## src/tape_check_pkg.sv

```systemverilog
// Purpose: Shared constants for the tape read error check and correct block.
// Assumes: One system clock; a character time is a fixed count of cycles.
// Notes:   All counts below are in character times unless named _CYC.

package tape_check_pkg;

  // Cycles of CLK_SYS that make one character time.
  localparam int unsigned CHAR_CYC = 16;
  localparam int unsigned DIV_W    = 4;

  // Character-time windows of the read sequence.
  localparam int unsigned GAP_CHARS  = 22;
  localparam int unsigned LATE_CHARS = 22;
  localparam int unsigned POST_CHARS = 44;
  localparam int unsigned CNT_W      = 6;

  // Width of a character on tape, parity track excluded.
  localparam int unsigned DATA_W = 8;

  // Reset values.
  localparam logic [DATA_W-1:0] DATA_RST = 8'h00;
  localparam logic [CNT_W-1:0]  CNT_RST  = 6'h00;
  localparam logic [DIV_W-1:0]  DIV_RST  = 4'h0;

  typedef enum logic [0:0]
  {
    SEQ_RUN    = 1'b0,
    SEQ_SEARCH = 1'b1
  } seq_state_t;

endpackage : tape_check_pkg

```

## src/tape_read_error_check_correct.sv

```systemverilog
// Purpose: Parity check, format fault detection and single-track rebuild
//          on the read path of a phase-encoded tape formatter.
// Assumes: Sequence stage levels, strobes and sync-loss flags come from
//          logic on CLK_SYS; only the data envelope comes from a pin.
// Notes:   Character-time counts rest on a free-running divider.
// Operation
// RULE1: Odd parity over eight data tracks compared with the parity track.
// RULE2: Hard error pulses with the read strobe for a mismatched character.
// RULE3: Format fault drives hard error and forces the end search stage.
// RULE4: In end search, finish after 22 character times without track data.
// RULE5: Format fault flag sets when any of its four sources asserts.
// RULE6: Two or more tracks lost after lock-on release is a format fault.
// RULE7: Deskew storage overflow on any track is a format fault.
// RULE8: Ones test of the preamble while stage three set and four not.
// RULE9: Ones test of the postamble while stage five set and six not.
// RULE10: A one during either ones window asserts the stray one signal.
// RULE11: No first character within 22 character times of stage four: fault.
// RULE12: Gap must start within 44 character times of postamble start.
// RULE13: One track losing sync during a record sets correction mode.
// RULE14: In correction mode the rebuilt parity bit replaces the lost track.
// RULE15: Correction mode suppresses parity pulses and holds hard error.
// RULE16: Strobed parity fault also appears on a maintenance test output.
// RULE17: Read finish pulse lasts exactly one clock and ends the sequence.
// RULE18: From stage four, search for the all-ones end of preamble.
// RULE19: Read finish clears the format fault and correction mode.
// RULE20: Host samples hard error with each strobe; steady true is serious.

`timescale 1ns/1ps
`default_nettype none

module tape_read_error_check_correct
(
  input  wire logic                                 CLK_SYS,
  input  wire logic                                 RST,
  input  wire logic [tape_check_pkg::DATA_W-1:0]    TRACK_DATA,
  input  wire logic                                 PARITY_TRACK,
  input  wire logic                                 CHAR_VALID,
  input  wire logic                                 READ_STROBE,
  input  wire logic                                 DATA_PRESENT,
  input  wire logic                                 LOCK_ON_N,
  input  wire logic                                 MULTI_TRACK_SYNC_LOSS_N,
  input  wire logic                                 SINGLE_TRACK_SYNC_LOSS,
  input  wire logic [tape_check_pkg::DATA_W:0]      LOST_TRACK,
  input  wire logic                                 DESKEW_OVERFLOW_N,
  input  wire logic                                 SEQUENCE_STAGE_THREE,
  input  wire logic                                 SEQUENCE_STAGE_FOUR_ALT,
  input  wire logic                                 SEQUENCE_STAGE_FOUR,
  input  wire logic                                 SEQUENCE_STAGE_FIVE,
  input  wire logic                                 SEQUENCE_STAGE_SIX,
  input  wire logic                                 PREAMBLE_END_SEEN,
  input  wire logic                                 FIRST_CHAR_SENT,
  output logic [tape_check_pkg::DATA_W-1:0]         HOST_DATA,
  output logic                                      HOST_PARITY,
  output logic                                      HOST_READ_STROBE,
  output logic                                      HARD_ERROR_OUT,
  output logic                                      PARITY_MISMATCH,
  output logic                                      TEST_PARITY_FAULT,
  output logic                                      FORMAT_FAULT_FLAG,
  output logic                                      CORRECT_MODE,
  output logic                                      END_SEARCH_STAGE,
  output logic                                      READ_FINISH_PULSE,
  output logic                                      REBUILT_BIT_LINE,
  output logic                                      STRAY_ONE_SEEN_N,
  output logic                                      PREAMBLE_SEARCH
);

  localparam int unsigned DW = tape_check_pkg::DATA_W;
  localparam int unsigned CW = tape_check_pkg::CNT_W;
  localparam int unsigned VW = tape_check_pkg::DIV_W;

  localparam logic [VW-1:0] DIV_LAST =
    VW'(tape_check_pkg::CHAR_CYC - 1);
  localparam logic [CW-1:0] GAP_LAST =
    CW'(tape_check_pkg::GAP_CHARS - 1);
  localparam logic [CW-1:0] LATE_LAST =
    CW'(tape_check_pkg::LATE_CHARS - 1);
  localparam logic [CW-1:0] POST_LAST =
    CW'(tape_check_pkg::POST_CHARS - 1);

  ////////////////////////////////////////////////////////////////////////
  // Envelope synchroniser and character-time divider.

  logic          env_meta_q;
  logic          env_q;
  logic [VW-1:0] div_q;
  logic [VW-1:0] div_d;
  logic          tick;

  always_comb
  begin
    tick  = (div_q == DIV_LAST);
    div_d = tick ? tape_check_pkg::DIV_RST : div_q + VW'(1);
  end

  always_ff @(posedge CLK_SYS)
  begin
    if (RST)
    begin
      env_meta_q <= 1'b0;
      env_q      <= 1'b0;
      div_q      <= tape_check_pkg::DIV_RST;
    end
    else
    begin
      env_meta_q <= DATA_PRESENT;
      env_q      <= env_meta_q;
      div_q      <= div_d;
    end
  end

  ////////////////////////////////////////////////////////////////////////
  // Parity check and track rebuild.

  logic          corr_q;
  logic          corr_d;
  logic [DW:0]   raw_char;
  logic [DW:0]   fixed_char;
  logic          rebuilt;
  logic          mismatch;

  always_comb
  begin
    raw_char = {PARITY_TRACK, TRACK_DATA};
    // An even count of ones over all nine tracks breaks odd parity.
    mismatch = ~(^raw_char); // RULE1
    // The lost track is masked so the rebuilt bit restores odd parity.
    rebuilt  = ~(^(raw_char & ~LOST_TRACK));
    fixed_char = raw_char;
    if (corr_q)
    begin
      fixed_char = (raw_char & ~LOST_TRACK) |
                   (LOST_TRACK & {(DW+1){rebuilt}}); // RULE14
    end
  end

  assign PARITY_MISMATCH  = mismatch;
  assign REBUILT_BIT_LINE = corr_q & rebuilt; // RULE14

  ////////////////////////////////////////////////////////////////////////
  // Host output register and strobed parity pulse.

  logic [DW-1:0] hdata_q;
  logic [DW-1:0] hdata_d;
  logic          hpar_q;
  logic          hpar_d;
  logic          hstb_q;
  logic          perr_q;
  logic          perr_d;

  always_comb
  begin
    hdata_d = hdata_q;
    hpar_d  = hpar_q;
    if (READ_STROBE)
    begin
      hdata_d = fixed_char[DW-1:0];
      hpar_d  = fixed_char[DW];
    end
    // Correction mode already reports the record; single pulses are moot.
    perr_d = READ_STROBE & mismatch & ~corr_d; // RULE2 RULE15
  end

  always_ff @(posedge CLK_SYS)
  begin
    if (RST)
    begin
      hdata_q <= tape_check_pkg::DATA_RST;
      hpar_q  <= 1'b0;
      hstb_q  <= 1'b0;
      perr_q  <= 1'b0;
    end
    else
    begin
      hdata_q <= hdata_d;
      hpar_q  <= hpar_d;
      hstb_q  <= READ_STROBE;
      perr_q  <= perr_d;
    end
  end

  assign HOST_DATA         = hdata_q;
  assign HOST_PARITY       = hpar_q;
  assign HOST_READ_STROBE  = hstb_q;
  assign TEST_PARITY_FAULT = perr_q; // RULE16

  ////////////////////////////////////////////////////////////////////////
  // Ones test, late first character and postamble length.

  logic          ones_win;
  logic          stray;
  logic          first_q;
  logic          first_d;
  logic [CW-1:0] late_q;
  logic [CW-1:0] late_d;
  logic          late_hit;
  logic [CW-1:0] post_q;
  logic [CW-1:0] post_d;
  logic          post_end;
  logic          post_hit;

  always_comb
  begin
    ones_win = (SEQUENCE_STAGE_THREE & ~SEQUENCE_STAGE_FOUR_ALT) | // RULE8
               (SEQUENCE_STAGE_FIVE & ~SEQUENCE_STAGE_SIX);        // RULE9
    stray    = ones_win & CHAR_VALID & (|raw_char); // RULE10
    first_d  = SEQUENCE_STAGE_FOUR & (first_q | FIRST_CHAR_SENT);
    late_d   = late_q;
    late_hit = 1'b0;
    if (!SEQUENCE_STAGE_FOUR || first_d)
    begin
      late_d = tape_check_pkg::CNT_RST;
    end
    else if (tick)
    begin
      // The count rests on its last value so the fault fires again on every later tick.
      late_hit = (late_q == LATE_LAST); // RULE11
      if (!late_hit)
      begin
        late_d = late_q + CW'(1);
      end
    end
    post_d   = post_q;
    post_end = 1'b0;
    if (!SEQUENCE_STAGE_FIVE || END_SEARCH_STAGE)
    begin
      post_d = tape_check_pkg::CNT_RST;
    end
    else if (tick)
    begin
      post_end = (post_q == POST_LAST);
      post_d   = post_end ? post_q : post_q + CW'(1);
    end
    // Data still present here means the postamble was false.
    post_hit = post_end & env_q; // RULE12
  end

  always_ff @(posedge CLK_SYS)
  begin
    if (RST)
    begin
      first_q <= 1'b0;
      late_q  <= tape_check_pkg::CNT_RST;
      post_q  <= tape_check_pkg::CNT_RST;
    end
    else
    begin
      first_q <= first_d;
      late_q  <= late_d;
      post_q  <= post_d;
    end
  end

  assign STRAY_ONE_SEEN_N = ~stray; // RULE10
  assign PREAMBLE_SEARCH  =
    SEQUENCE_STAGE_FOUR & ~PREAMBLE_END_SEEN & ~first_q; // RULE18

  ////////////////////////////////////////////////////////////////////////
  // Format fault, correction mode and end-of-record search.

  tape_check_pkg::seq_state_t st_q;
  tape_check_pkg::seq_state_t st_d;
  logic          fault_q;
  logic          fault_d;
  logic [CW-1:0] gap_q;
  logic [CW-1:0] gap_d;
  logic          finish_d;
  logic          finish_q;
  logic          multi_src;
  logic          ovf_src;
  logic          any_src;

  always_comb
  begin
    multi_src = ~MULTI_TRACK_SYNC_LOSS_N & LOCK_ON_N; // RULE6
    ovf_src   = ~DESKEW_OVERFLOW_N | stray;           // RULE7 RULE10
    any_src   = multi_src | ovf_src | late_hit | post_hit; // RULE5
    st_d      = st_q;
    gap_d     = gap_q;
    finish_d  = 1'b0;
    case (st_q)
      tape_check_pkg::SEQ_RUN:
      begin
        gap_d = tape_check_pkg::CNT_RST;
        if (any_src || post_end)
        begin
          st_d = tape_check_pkg::SEQ_SEARCH; // RULE3
        end
      end
      tape_check_pkg::SEQ_SEARCH:
      begin
        // Any data restarts the quiet count; the gap must be unbroken.
        if (env_q)
        begin
          gap_d = tape_check_pkg::CNT_RST; // RULE4
        end
        else if (tick)
        begin
          if (gap_q == GAP_LAST)
          begin
            finish_d = 1'b1; // RULE4 RULE17
            gap_d    = tape_check_pkg::CNT_RST;
            // A source in the finish cycle opens a fresh search at once.
            st_d     = any_src ? tape_check_pkg::SEQ_SEARCH :
                                 tape_check_pkg::SEQ_RUN; // RULE3
          end
          else
          begin
            gap_d = gap_q + CW'(1);
          end
        end
      end
      default:
      begin
        st_d = tape_check_pkg::SEQ_RUN;
      end
    endcase
    // A new source in the finish cycle wins over the clear.
    fault_d = any_src | (fault_q & ~finish_d); // RULE5 RULE19
    corr_d = (SINGLE_TRACK_SYNC_LOSS & SEQUENCE_STAGE_FOUR) | // RULE13
             (corr_q & ~finish_d);                            // RULE19
  end

  always_ff @(posedge CLK_SYS)
  begin
    if (RST)
    begin
      st_q     <= tape_check_pkg::SEQ_RUN;
      fault_q  <= 1'b0;
      corr_q   <= 1'b0;
      gap_q    <= tape_check_pkg::CNT_RST;
      finish_q <= 1'b0;
    end
    else
    begin
      st_q     <= st_d;
      fault_q  <= fault_d;
      corr_q   <= corr_d;
      gap_q    <= gap_d;
      finish_q <= finish_d;
    end
  end

  assign FORMAT_FAULT_FLAG = fault_q;
  assign CORRECT_MODE      = corr_q;
  assign END_SEARCH_STAGE  = (st_q == tape_check_pkg::SEQ_SEARCH);
  assign READ_FINISH_PULSE = finish_q;
  // The host sees faulty characters, faulty formats and rebuilt records.
  assign HARD_ERROR_OUT    = perr_q | fault_q | corr_q; // RULE2 RULE3 RULE15
endmodule : tape_read_error_check_correct

`default_nettype wire

```

## config.mk

```make
export PLATFORM = sky130hd
export DESIGN_NAME = tape_read_error_check_correct
export DESIGN_NICKNAME = d
export VERILOG_FILES = /design/src/tape_check_pkg.sv /design/src/tape_read_error_check_correct.sv
export SDC_FILE = /design/constraint.sdc
export NUM_CORES = 1
export LEC_CHECK = 0
export BUFFER_PORTS_ARGS = -buffer_cell sky130_fd_sc_hd__buf_2
export CORE_UTILIZATION = 40
export DETAILED_ROUTE_END_ITERATION = 7
export PLACE_DENSITY = 0.75
export SETUP_SLACK_MARGIN = 0.1
export SLEW_MARGIN = 20
export SYNTH_ARGS = -nofsm -noshare
export SYNTH_HDL_FRONTEND = slang
export SYNTH_SLANG_ARGS = --single-unit
```

## constraint.sdc

```tcl
create_clock -name CLK_SYS -period 1.8 [get_ports CLK_SYS]
set_input_delay 0.09 -clock CLK_SYS [delete_from_list [all_inputs] [get_ports CLK_SYS]]
set_output_delay 0.09 -clock CLK_SYS [all_outputs]
set_load 0.02 [all_outputs]
```

==> results.json, run 1 <==
{
  "cp.required_ns": 1.71,
  "grt_pass1_vias": 1588,
  "endpoint_kind": "output pin",
  "swShare_pct": 29.2,
  "ant_nets": 0,
  "worst_clock_skew_ns": 0.00451,
  "avgSynthCellArea_sq_um": 8.48,
  "min_period_ns": 1.65,
  "ys_seq_area_share_pct": 39.3,
  "clk_path_buf_depth": 2,
  "clk_pin_slew_worst_paths_ns": 0.08,
  "antenna_found_initial": 0,
  "ir_worst_vdd_uv": 459,
  "power.share.sequential_pct": 47.1,
  "final_common_cell": "buf_2",
  "routed_wl_um": 4430,
  "ys_types": 38,
  "drive_gt1_share_pct": 26.2,
  "place_hpwl_um": 3270,
  "ctsHoldBuffers": 0,
  "die_area_sq_um": 5380,
  "p_per_area_nw_per_um2": 790,
  "io_pins": 54,
  "p_int_mw": 1.42,
  "status": "finished clean",
  "num_rows": 25,
  "synth_nets": 284,
  "path_cells": "buf_2 -> nor2b_2 -> xnor2_1 -> xnor2_1 -> xnor3_2 -> and2_1 -> buf_2",
  "ys_ff_latch": 40,
  "post-route-period-util_pct": 91.5,
  "critPathKind": "primary input to output pin",
  "leakage_nw": 1.14,
  "grt_max_degree": 15,
  "critPathLaunchType": "primary input",
  "place.gp.congestion": 0.877,
  "path_delay_family": "XOR/XNOR gates",
  "ys_warn_count": 0,
  "instances_no_fill": 369,
  "clock-sinks": 40,
  "fp.dieH_um": 73.3,
  "hold_viol_final": 0,
  "die_x_um": 73.3,
  "finalSetupViolations": 0,
  "cts_buffers": 5,
  "hold_path_class": "primary input to flop",
  "dpl.cell_count": 359,
  "grt_pass1_wl_um": 7170,
  "routedWlPerCell_um": 12.0,
  "slew_violations": 0,
  "p_sw_mw": 0.585,
  "crit_path_max_fanout": 4,
  "clkLatencyLatePin_ns": 0.30,
  "slowest_stage": "xnor3_2",
  "fin_tns_setup_ns": 0,
  "io_buffer_count": 53,
  "grt_use_total_pct": 17.6,
  "drt_pass1_iterations": 4,
  "cts_tree": "built",
  "pwr-share-comb_pct": 20.4,
  "cpPeakStageDelay_ns": 0.44,
  "layout_setup_ws_ns": 0.154,
  "drc_errors": 0,
  "diodes": 0,
  "start_util_pct": 42.3,
  "critPathArrivalTime_ns": 1.56,
  "htreeDepth": 2,
  "cp.buffers_inverters": 2,
  "final_cell_mix": "53 x buf_2, 38 x dfxtp_1, 29 x nor2_1, 25 x nand2_1, 15 x inv_1",
  "syn_inst": 240,
  "worst_pin_slew_ns": 0.573,
  "rsz0062_at_grt": "no",
  "area_delta_synth_final_pct": 24.5,
  "relSlewSlack_pct": 61.7,
  "pwr-share-clk_pct": 32.5,
  "drt_iter0_drc": 55,
  "final_net_count": 345,
  "core_sq_um": 4820,
  "place_ws_ns": 0.0301,
  "grt_overflow": 0,
  "vias": 1771,
  "maxCapViolCount": 0,
  "root_buffer": "clkbuf_8",
  "viasPerCell": 4.80,
  "netlist_area_sq_um": 2040,
  "clock.fmax_ghz": 0.607
}
==> cells in the mapped netlist <==
master    instances  area (sq um)
dfxtp_1          40           801
nor2_1           30           113
nand2_1          25          93.8
inv_1            15          56.3
xnor2_1          13           114
ha_1             10           125
a21oi_1           9          45.0
mux2i_1           9          90.1
o21ai_1           8          40.0
xor2_1            8          70.1
nor2b_1           7          43.8
nand2b_1          6          37.5
nand3_1           6          30.0
nand4_1           5          31.3
o21ai_0           5          25.0
and3_1            4          25.0
clkbuf_1          4          15.0
nor3b_1           4          30.0
or3_1             4          25.0
nand3b_1          3          22.5
nor3_1            3          15.0
a31oi_1           2          12.5
and2b_1           2          15.0
buf_1             2          7.51
nand4b_1          2          17.5
nor2b_2           2          17.5
a211oi_1          1          7.51
a22oi_1           1          7.51
a311oi_1          1          8.76
and2_1            1          6.26
and4_1            1          8.76
nor2_2            1          6.26
nor4_1            1          6.26
o2111a_1          1          11.3
o22ai_1           1          6.26
or3b_2            1          8.76
xnor2_2           1          16.3
xnor3_2           1          23.8
==> worst reg2reg max path, stage by stage (launching register included) <==
cell	delay (ns)
dfxtp_1	0.37
inv_1	0.05
ha_1	0.17
nor3b_2	0.15
nand2b_1	0.18
or3b_2	0.46
a21oi_1	0.15
==> area by class of cell <==
type                    count  area (sq um)
clock buffers               6          82.6
clock inverters             2          15.0
fillers                   469          2280
inverters                  15          56.3
multi-input cells         179          1180
flip-flops and latches     40           803
well taps                  67          83.8
repair buffers             60           318
==> worst paths after layout <==
check                        startpoint                     to  slack [ns]  cells after the start
setup reg to reg  gap_q[1]$_SDFFE_PP0P_  gap_q[3]$_SDFFE_PP0P_        0.20                      6
hold / removal             DATA_PRESENT  env_meta_q$_SDFF_PP0_       0.008                      2
setup / recovery          TRACK_DATA[5]       REBUILT_BIT_LINE        0.15                      7
hold reg to reg   env_meta_q$_SDFF_PP0_       env_q$_SDFF_PP0_        0.44                      1
==> registers in the layout (all words and copies together), names as in the netlist, 4 cells and up <==
signal / count
gap_q: 6
div_q: 4
late_q: 6
HOST_DATA: 8
post_q: 6
==> metrics by stage <==
stage / util [%] / hold WS, ns / total power [mW] / instance area, sq um
after floorplan: - / 0.199 / 1.21 / 2040
after global placement: 49.8 / 0.310 / 1.34 / 2400
after detailed placement: 49.8 / 0.323 / 1.34 / 2400
after CTS: 51.8 / 0.00474 / 1.98 / 2500
after global routing: 52.6 / 0.0286 / 2.09 / 2530
final: 52.6 / 0.00844 / 2.00 / 2530
==> power by group through the flow <==
| stage | clock (mW) | combinational, mW | sequential [mW] |
|---|---|---|---|
| detailed placement | 0 | 0.381 | 0.962 |
| global placement | 0 | 0.374 | 0.961 |
| finish | 0.651 | 0.408 | 0.944 |
| CTS | 0.666 | 0.377 | 0.942 |
| global route | 0.697 | 0.446 | 0.949 |
| floorplan | 0 | 0.228 | 0.986 |
==> routing by layer <==
layer	routed length (um)	part of all wire [%]	vias up	GRT usage, %
met1	2020	46	794	21.4
met4	65	1.5	0	6.41
met2	2050	46	42	28.4
li1	-	-	928	-
met5	0	0	-	0
met3	298	6.7	7	6.45
==> cell families (layout without fill, tap and decap cells) <==
logic type / after synthesis / count (layout) / synth area share [%]
xor gates and xnor gates: 23 / 23 / 11.0
and+or+nand+nor: 108 / 108 / 27.2
AOI/OAI and AO/OA: 29 / 29 / 8.05
muxes: 9 / 9 / 4.43
buffers and inverters: 21 / 83 / 3.87
DFF: 40 / 40 / 39.3
adders and majority gates: 10 / 10 / 6.15
==> what timing repair did <==
action | 4_1_cts | 5_1_grt
endpoints found under the setup margin | 1 | 8
setup buffers | 0 | 2
pin swaps | 1 | 2
hold endpoints to repair | 0 | 0
resized for setup | 0 | 6
(Power assumes the default switching activity.)
==> run 2: changes to the inputs <==
Settings changed: BUFFER_PORTS_ARGS -buffer_cell sky130_fd_sc_hd__buf_2 to default, CORE_MARGIN from default to 10, DONT_BUFFER_PORTS from default to 1, PLACE_DENSITY 0.75 to 0.65.
==> run 2 against run 1 <==
Net effect:
- routed wire length grew 6.8%
- core utilization fell by 2.5 points
- clock power down 6.3%
- register-to-register slack about the same
- clock skew is 0.00054 ns lower
- worst hold slack improved by 0.026 ns
- sequential power is 3.6% higher
- final area decreased by 4.8%
- critical path depth decreased by 1
- via count is 4.9% lower
- power is 5.2% lower
==> results.json, run 2 (synthesis results as in run 1) <==
{
  "status": "finished clean",
  "diodes": 0,
  "ir_worst_vdd_uv": 416,
  "cts_tree": "built",
  "place.gp.congestion": 0.761,
  "swShare_pct": 27.6,
  "num_rows": 25,
  "die_area_sq_um": 8340,
  "slowest_stage": "or3b_2",
  "cp.required_ns": 2.02,
  "clk_path_buf_depth": 2,
  "critPathKind": "flop to flop",
  "grt_pass1_vias": 1678,
  "die_x_um": 91.3,
  "pwr-share-comb_pct": 16.4,
  "drt_iter0_drc": 63,
  "clk_pin_slew_worst_paths_ns": 0.08,
  "core_sq_um": 4820,
  "pwr-share-clk_pct": 32.1,
  "critPathLaunchType": "flop",
  "cpPeakStageDelay_ns": 0.44,
  "utilization_pct": 50.1,
  "p_int_mw": 1.38,
  "routed_wl_um": 4720,
  "start_util_pct": 42.3,
  "area_delta_synth_final_pct": 18.5,
  "ant_nets": 0,
  "drc_errors": 0,
  "final_common_cell": "dfxtp_1",
  "critPathArrivalTime_ns": 1.81,
  "worst_clock_skew_ns": 0.00397,
  "fp.dieH_um": 91.3,
  "endpoint_kind": "flop",
  "grt_overflow": 0,
  "p_sw_mw": 0.523,
  "grt_use_total_pct": 11.7,
  "io_buffer_count": 0,
  "rsz0062_at_grt": "no",
  "io_pins": 54,
  "relSlewSlack_pct": 53.5,
  "final_net_count": 306,
  "drive_gt1_share_pct": 9.51,
  "leakage_nw": 0.979,
  "power.share.sequential_pct": 51.5,
  "final_cell_mix": "38 x dfxtp_1, 29 x nor2_1, 25 x nand2_1, 15 x inv_1, 15 x dlygate4sd3_1",
  "viasPerCell": 5.11,
  "place_hpwl_um": 3520,
  "hold_viol_final": 0,
  "post-route-period-util_pct": 88.3,
  "crit_path_max_fanout": 5,
  "path_cells": "ha_4 -> nand3_1 -> nor2_2 -> nand2b_4 -> or3b_2 -> a21oi_1",
  "min_period_ns": 1.59,
  "worst_pin_slew_ns": 0.696,
  "clock.fmax_ghz": 0.629,
  "routedWlPerCell_um": 14.3,
  "largest_reg_flops": 8,
  "clkLatencyLatePin_ns": 0.29,
  "hold_path_class": "primary input to flop",
  "antenna_found_initial": 0,
  "cts_buffers": 5,
  "clock-sinks": 40,
  "htreeDepth": 2,
  "p_per_area_nw_per_um2": 787,
  "root_buffer": "clkbuf_8",
  "vias": 1685,
  "path_delay_family": "simple AND/OR/NAND/NOR gates",
  "grt_pass1_wl_um": 8020,
  "fin_tns_setup_ns": 0,
  "grt_max_degree": 19,
  "cp.buffers_inverters": 0,
  "slew_violations": 0,
  "drt_pass1_iterations": 4,
  "maxCapViolCount": 0,
  "finalSetupViolations": 0
}
-- run 2: worst paths after layout --
check,from,end,slack [ns],cells past startpoint
setup reg to reg,div_q[0]$_SDFF_PP0_,gap_q[3]$_SDFFE_PP0P_,0.21,6
hold / removal,SINGLE_TRACK_SYNC_LOSS,CORRECT_MODE$_SDFF_PP0_,0.03,2
hold reg to reg,env_meta_q$_SDFF_PP0_,env_q$_SDFF_PP0_,0.45,1
setup / recovery,div_q[0]$_SDFF_PP0_,gap_q[3]$_SDFFE_PP0P_,0.21,6
-- run 2: routing by layer --
| layer | global-route usage [%] | vias up | wire length (um) |
|---|---|---|---|
| met5 | 0 | - | 0 |
| met4 | 3.13 | 0 | 39 |
| met3 | 6.75 | 5 | 557 |
| met2 | 18.4 | 53 | 2140 |
| met1 | 13.2 | 775 | 1990 |
| li1 | - | 852 | - |
-- run 2: worst reg2reg max path, delay by kind of cell, from the launching register on --
kind | cells | cell delay (ns)
compound gates | 1 | 0.12
flops | 1 | 0.38
simple gates | 4 | 0.87
fa+ha+maj | 1 | 0.15
-- run 2: power groups by stage --
stage	logic, mW	clock network, mW	registers (mW)
after detailed placement	0.278	0	0.998
final	0.311	0.610	0.978
after global placement	0.274	0	0.997
after floorplan	0.228	0	0.986
after global routing	0.351	0.676	0.983
after CTS	0.312	0.632	0.977
-- run 2: area by class of cell --
type	count	area [sq um]
Inverter	15	56.3
Sequential cell	40	806
Tap cell	67	83.8
Multi-Input combinational cell	179	1180
Clock buffer	6	82.6
Fill cell	476	2400
Clock inverter	2	10.0
Timing Repair Buffer	21	195
-- run 2: stage by stage --
step                      hold WS, ns  instance area [sq um]  total power [mW]  instances  worst slack, ns
after detailed placement        0.165                   2130              1.28        306           0.0926
final                          0.0345                   2410              1.90        330            0.210
after floorplan                 0.199                   2040              1.21        240            0.114
after CTS                      0.0283                   2380              1.92        330            0.127
after global placement          0.163                   2130              1.27        306            0.157
after global routing           0.0568                   2410              2.01        330           0.0923
-- run 2: repair_timing --
action / in CTS / in global routing
pin swaps: 1 / 1
endpoints found under the hold margin: 26 / 0
gates resized for setup: 0 / 7
buffers inserted: 1 / 0
hold buffers: 15 / 0
setup endpoints to repair: 1 / 8
==> run 3: changes to the inputs <==
Settings changed: CORE_MARGIN 10 to 2.
==> run 3 against run 2 <==
Net effect:
- core utilization increased by 0.99 points
- critical path depth is the same
- clock power grew 41%
- die area down 32%
- sequential power is essentially flat
- final cell count is 0.30% higher
- clock-buffer cell count shrank 1
- final area up 2.0%
- worst setup slack lost 0.020 ns
- fmax is 1.3% lower
- highest routed layer unchanged
- register-to-register slack lost 0.02 ns
- power up 13%
==> results.json, run 3 (synthesis results as in run 1) <==
{
  "status": "finished clean",
  "rsz0062_at_grt": "no",
  "routed_wl_um": 4520,
  "ir_worst_vdd_uv": 587,
  "grt_pass1_vias": 1614,
  "crit_start": "div_q[1]$_SDFF_PP0_",
  "slew_violations": 0,
  "relSlewSlack_pct": 53.3,
  "placed_area_sq_um": 2130,
  "critPathCapture": "gap_q[3]$_SDFFE_PP0P_",
  "r2r_start": "div_q[1]$_SDFF_PP0_",
  "stdcell_area_sq_um": 2460,
  "worst_clock_skew_ns": 0.00742,
  "leakage_nw": 1.00,
  "r2r_cells": 6,
  "finalSetupViolations": 0,
  "clock-sinks": 40,
  "place.gp.congestion": 0.803,
  "min_period_ns": 1.61,
  "clock.fmax_ghz": 0.621,
  "critPathLaunchType": "flop",
  "htreeDepth": 2,
  "cts_buffers": 5,
  "p_per_area_nw_per_um2": 873,
  "grt_overflow": 0,
  "n_fill_cell": 468,
  "clk_pin_slew_worst_paths_ns": 0.08,
  "die_area_sq_um": 5680,
  "post-route-period-util_pct": 89.5,
  "largest_reg_flops": 8,
  "die_x_um": 75.3,
  "grt_max_degree": 19,
  "hold_path_class": "primary input to flop",
  "drive_gt1_share_pct": 9.85,
  "antenna_found_initial": 0,
  "root_buffer": "clkbuf_8",
  "cp.required_ns": 2.02,
  "num_rows": 25,
  "timing.rr.end": "gap_q[3]$_SDFFE_PP0P_",
  "routedWlPerCell_um": 13.6,
  "io_pins": 54,
  "clk_path_buf_depth": 2,
  "grt_use_total_pct": 17.2,
  "critPathKind": "flop to flop",
  "final_cell_mix": "39 x dfxtp_1, 28 x nor2_1, 25 x nand2_1, 15 x inv_1, 15 x dlygate4sd3_1",
  "fp.dieH_um": 75.3,
  "fin_tns_setup_ns": 0,
  "place_hpwl_um": 3070,
  "diodes": 0,
  "viasPerCell": 5.10,
  "final_common_cell": "dfxtp_1",
  "io_buffer_count": 0,
  "worst-r2r-setup-slack_ns": 0.19,
  "clkLatencyLatePin_ns": 0.30,
  "ant_nets": 0,
  "cts_tree": "built",
  "drt_pass1_iterations": 4,
  "start_util_pct": 42.3,
  "final_net_count": 308,
  "core_sq_um": 4820,
  "crit_path_max_fanout": 4,
  "drc_errors": 0,
  "critPathArrivalTime_ns": 1.83,
  "grt_pass1_wl_um": 7220,
  "worst_pin_slew_ns": 0.698,
  "endpoint_kind": "flop",
  "vias": 1687,
  "maxCapViolCount": 0,
  "area_delta_synth_final_pct": 20.8,
  "min_path_cells": 3,
  "drt_iter0_drc": 69,
  "hold_viol_final": 0
}
run 3: worst min-delay path by stage:
| stage | endpoint | slack [ns] | startpoint |
|---|---|---|---|
| after floorplan | HOST_PARITY$_SDFFE_PP0P_ | 0.20 | READ_STROBE |
| after global placement | FORMAT_FAULT_FLAG$_SDFF_PP0_ | 0.16 | RST |
| after detailed placement | div_q[3]$_SDFF_PP0_ | 0.17 | RST |
| after CTS | HOST_PARITY$_SDFFE_PP0P_ | 0.004 | LOST_TRACK[8] |
| after global routing | HOST_PARITY$_SDFFE_PP0P_ | 0.04 | LOST_TRACK[8] |
| final | HOST_PARITY$_SDFFE_PP0P_ | 0.03 | LOST_TRACK[8] |
run 3: metrics by stage:
step           util, %  hold slack (ns)  setup slack [ns]  total power [mW]  std cells
5_1_grt           51.1           0.0420            0.0586              2.24        331
3_3_place_gp      44.3            0.164             0.199              1.27        306
2_1_floorplan        -            0.199             0.114              1.21        240
4_1_cts           50.6          0.00429             0.107              2.17        331
3_5_place_dp      44.3            0.167             0.116              1.27        306
6_report          51.1           0.0312             0.190              2.15        331
run 3: worst max-delay path, stage by stage (launching register included):
cell,delay (ns)
dfxtp_1,0.36
ha_2,0.23
nand3_2,0.13
nor2_4,0.14
nand2b_1,0.09
or3b_2,0.45
a21oi_1,0.13
run 3: area by class of cell:
cell class                 count  area (sq um)  share of cell area (%)
clock inverter                 2          60.1                    2.44
tap                           67          83.8                    3.41
timing repair buffer          23           210                    8.55
clock buffer                   5          68.8                    2.80
inverter                      15          56.3                    2.29
multi-input combinational    179          1180                    47.9
sequential                    40           802                    32.6
run 3: timing repair:
| action | in CTS | in global routing |
|---|---|---|
| buffers inserted | 3 | 0 |
| hold endpoints to repair | 26 | 0 |
| hold buffers | 15 | 0 |
| pin swaps | 1 | 0 |
| setup endpoints to repair | 1 | 12 |
| gates resized for setup | 1 | 6 |
run 3: routing by layer:
layer	up-vias	routed length, um	part of all wire [%]	track usage (%)
met4	0	68	1.5	6.82
met5	-	0	0	0
met2	52	2110	47	27.9
met3	10	371	8.2	6.22
met1	776	1970	44	20.7
li1	849	-	-	-
run 3: where the power goes:
group / internal, mW / switching (mW) / leakage, nW
combinational: 0.151 / 0.161 / 0.610
sequential: 0.918 / 0.0569 / 0.327
clock: 0.546 / 0.316 / 0.0642
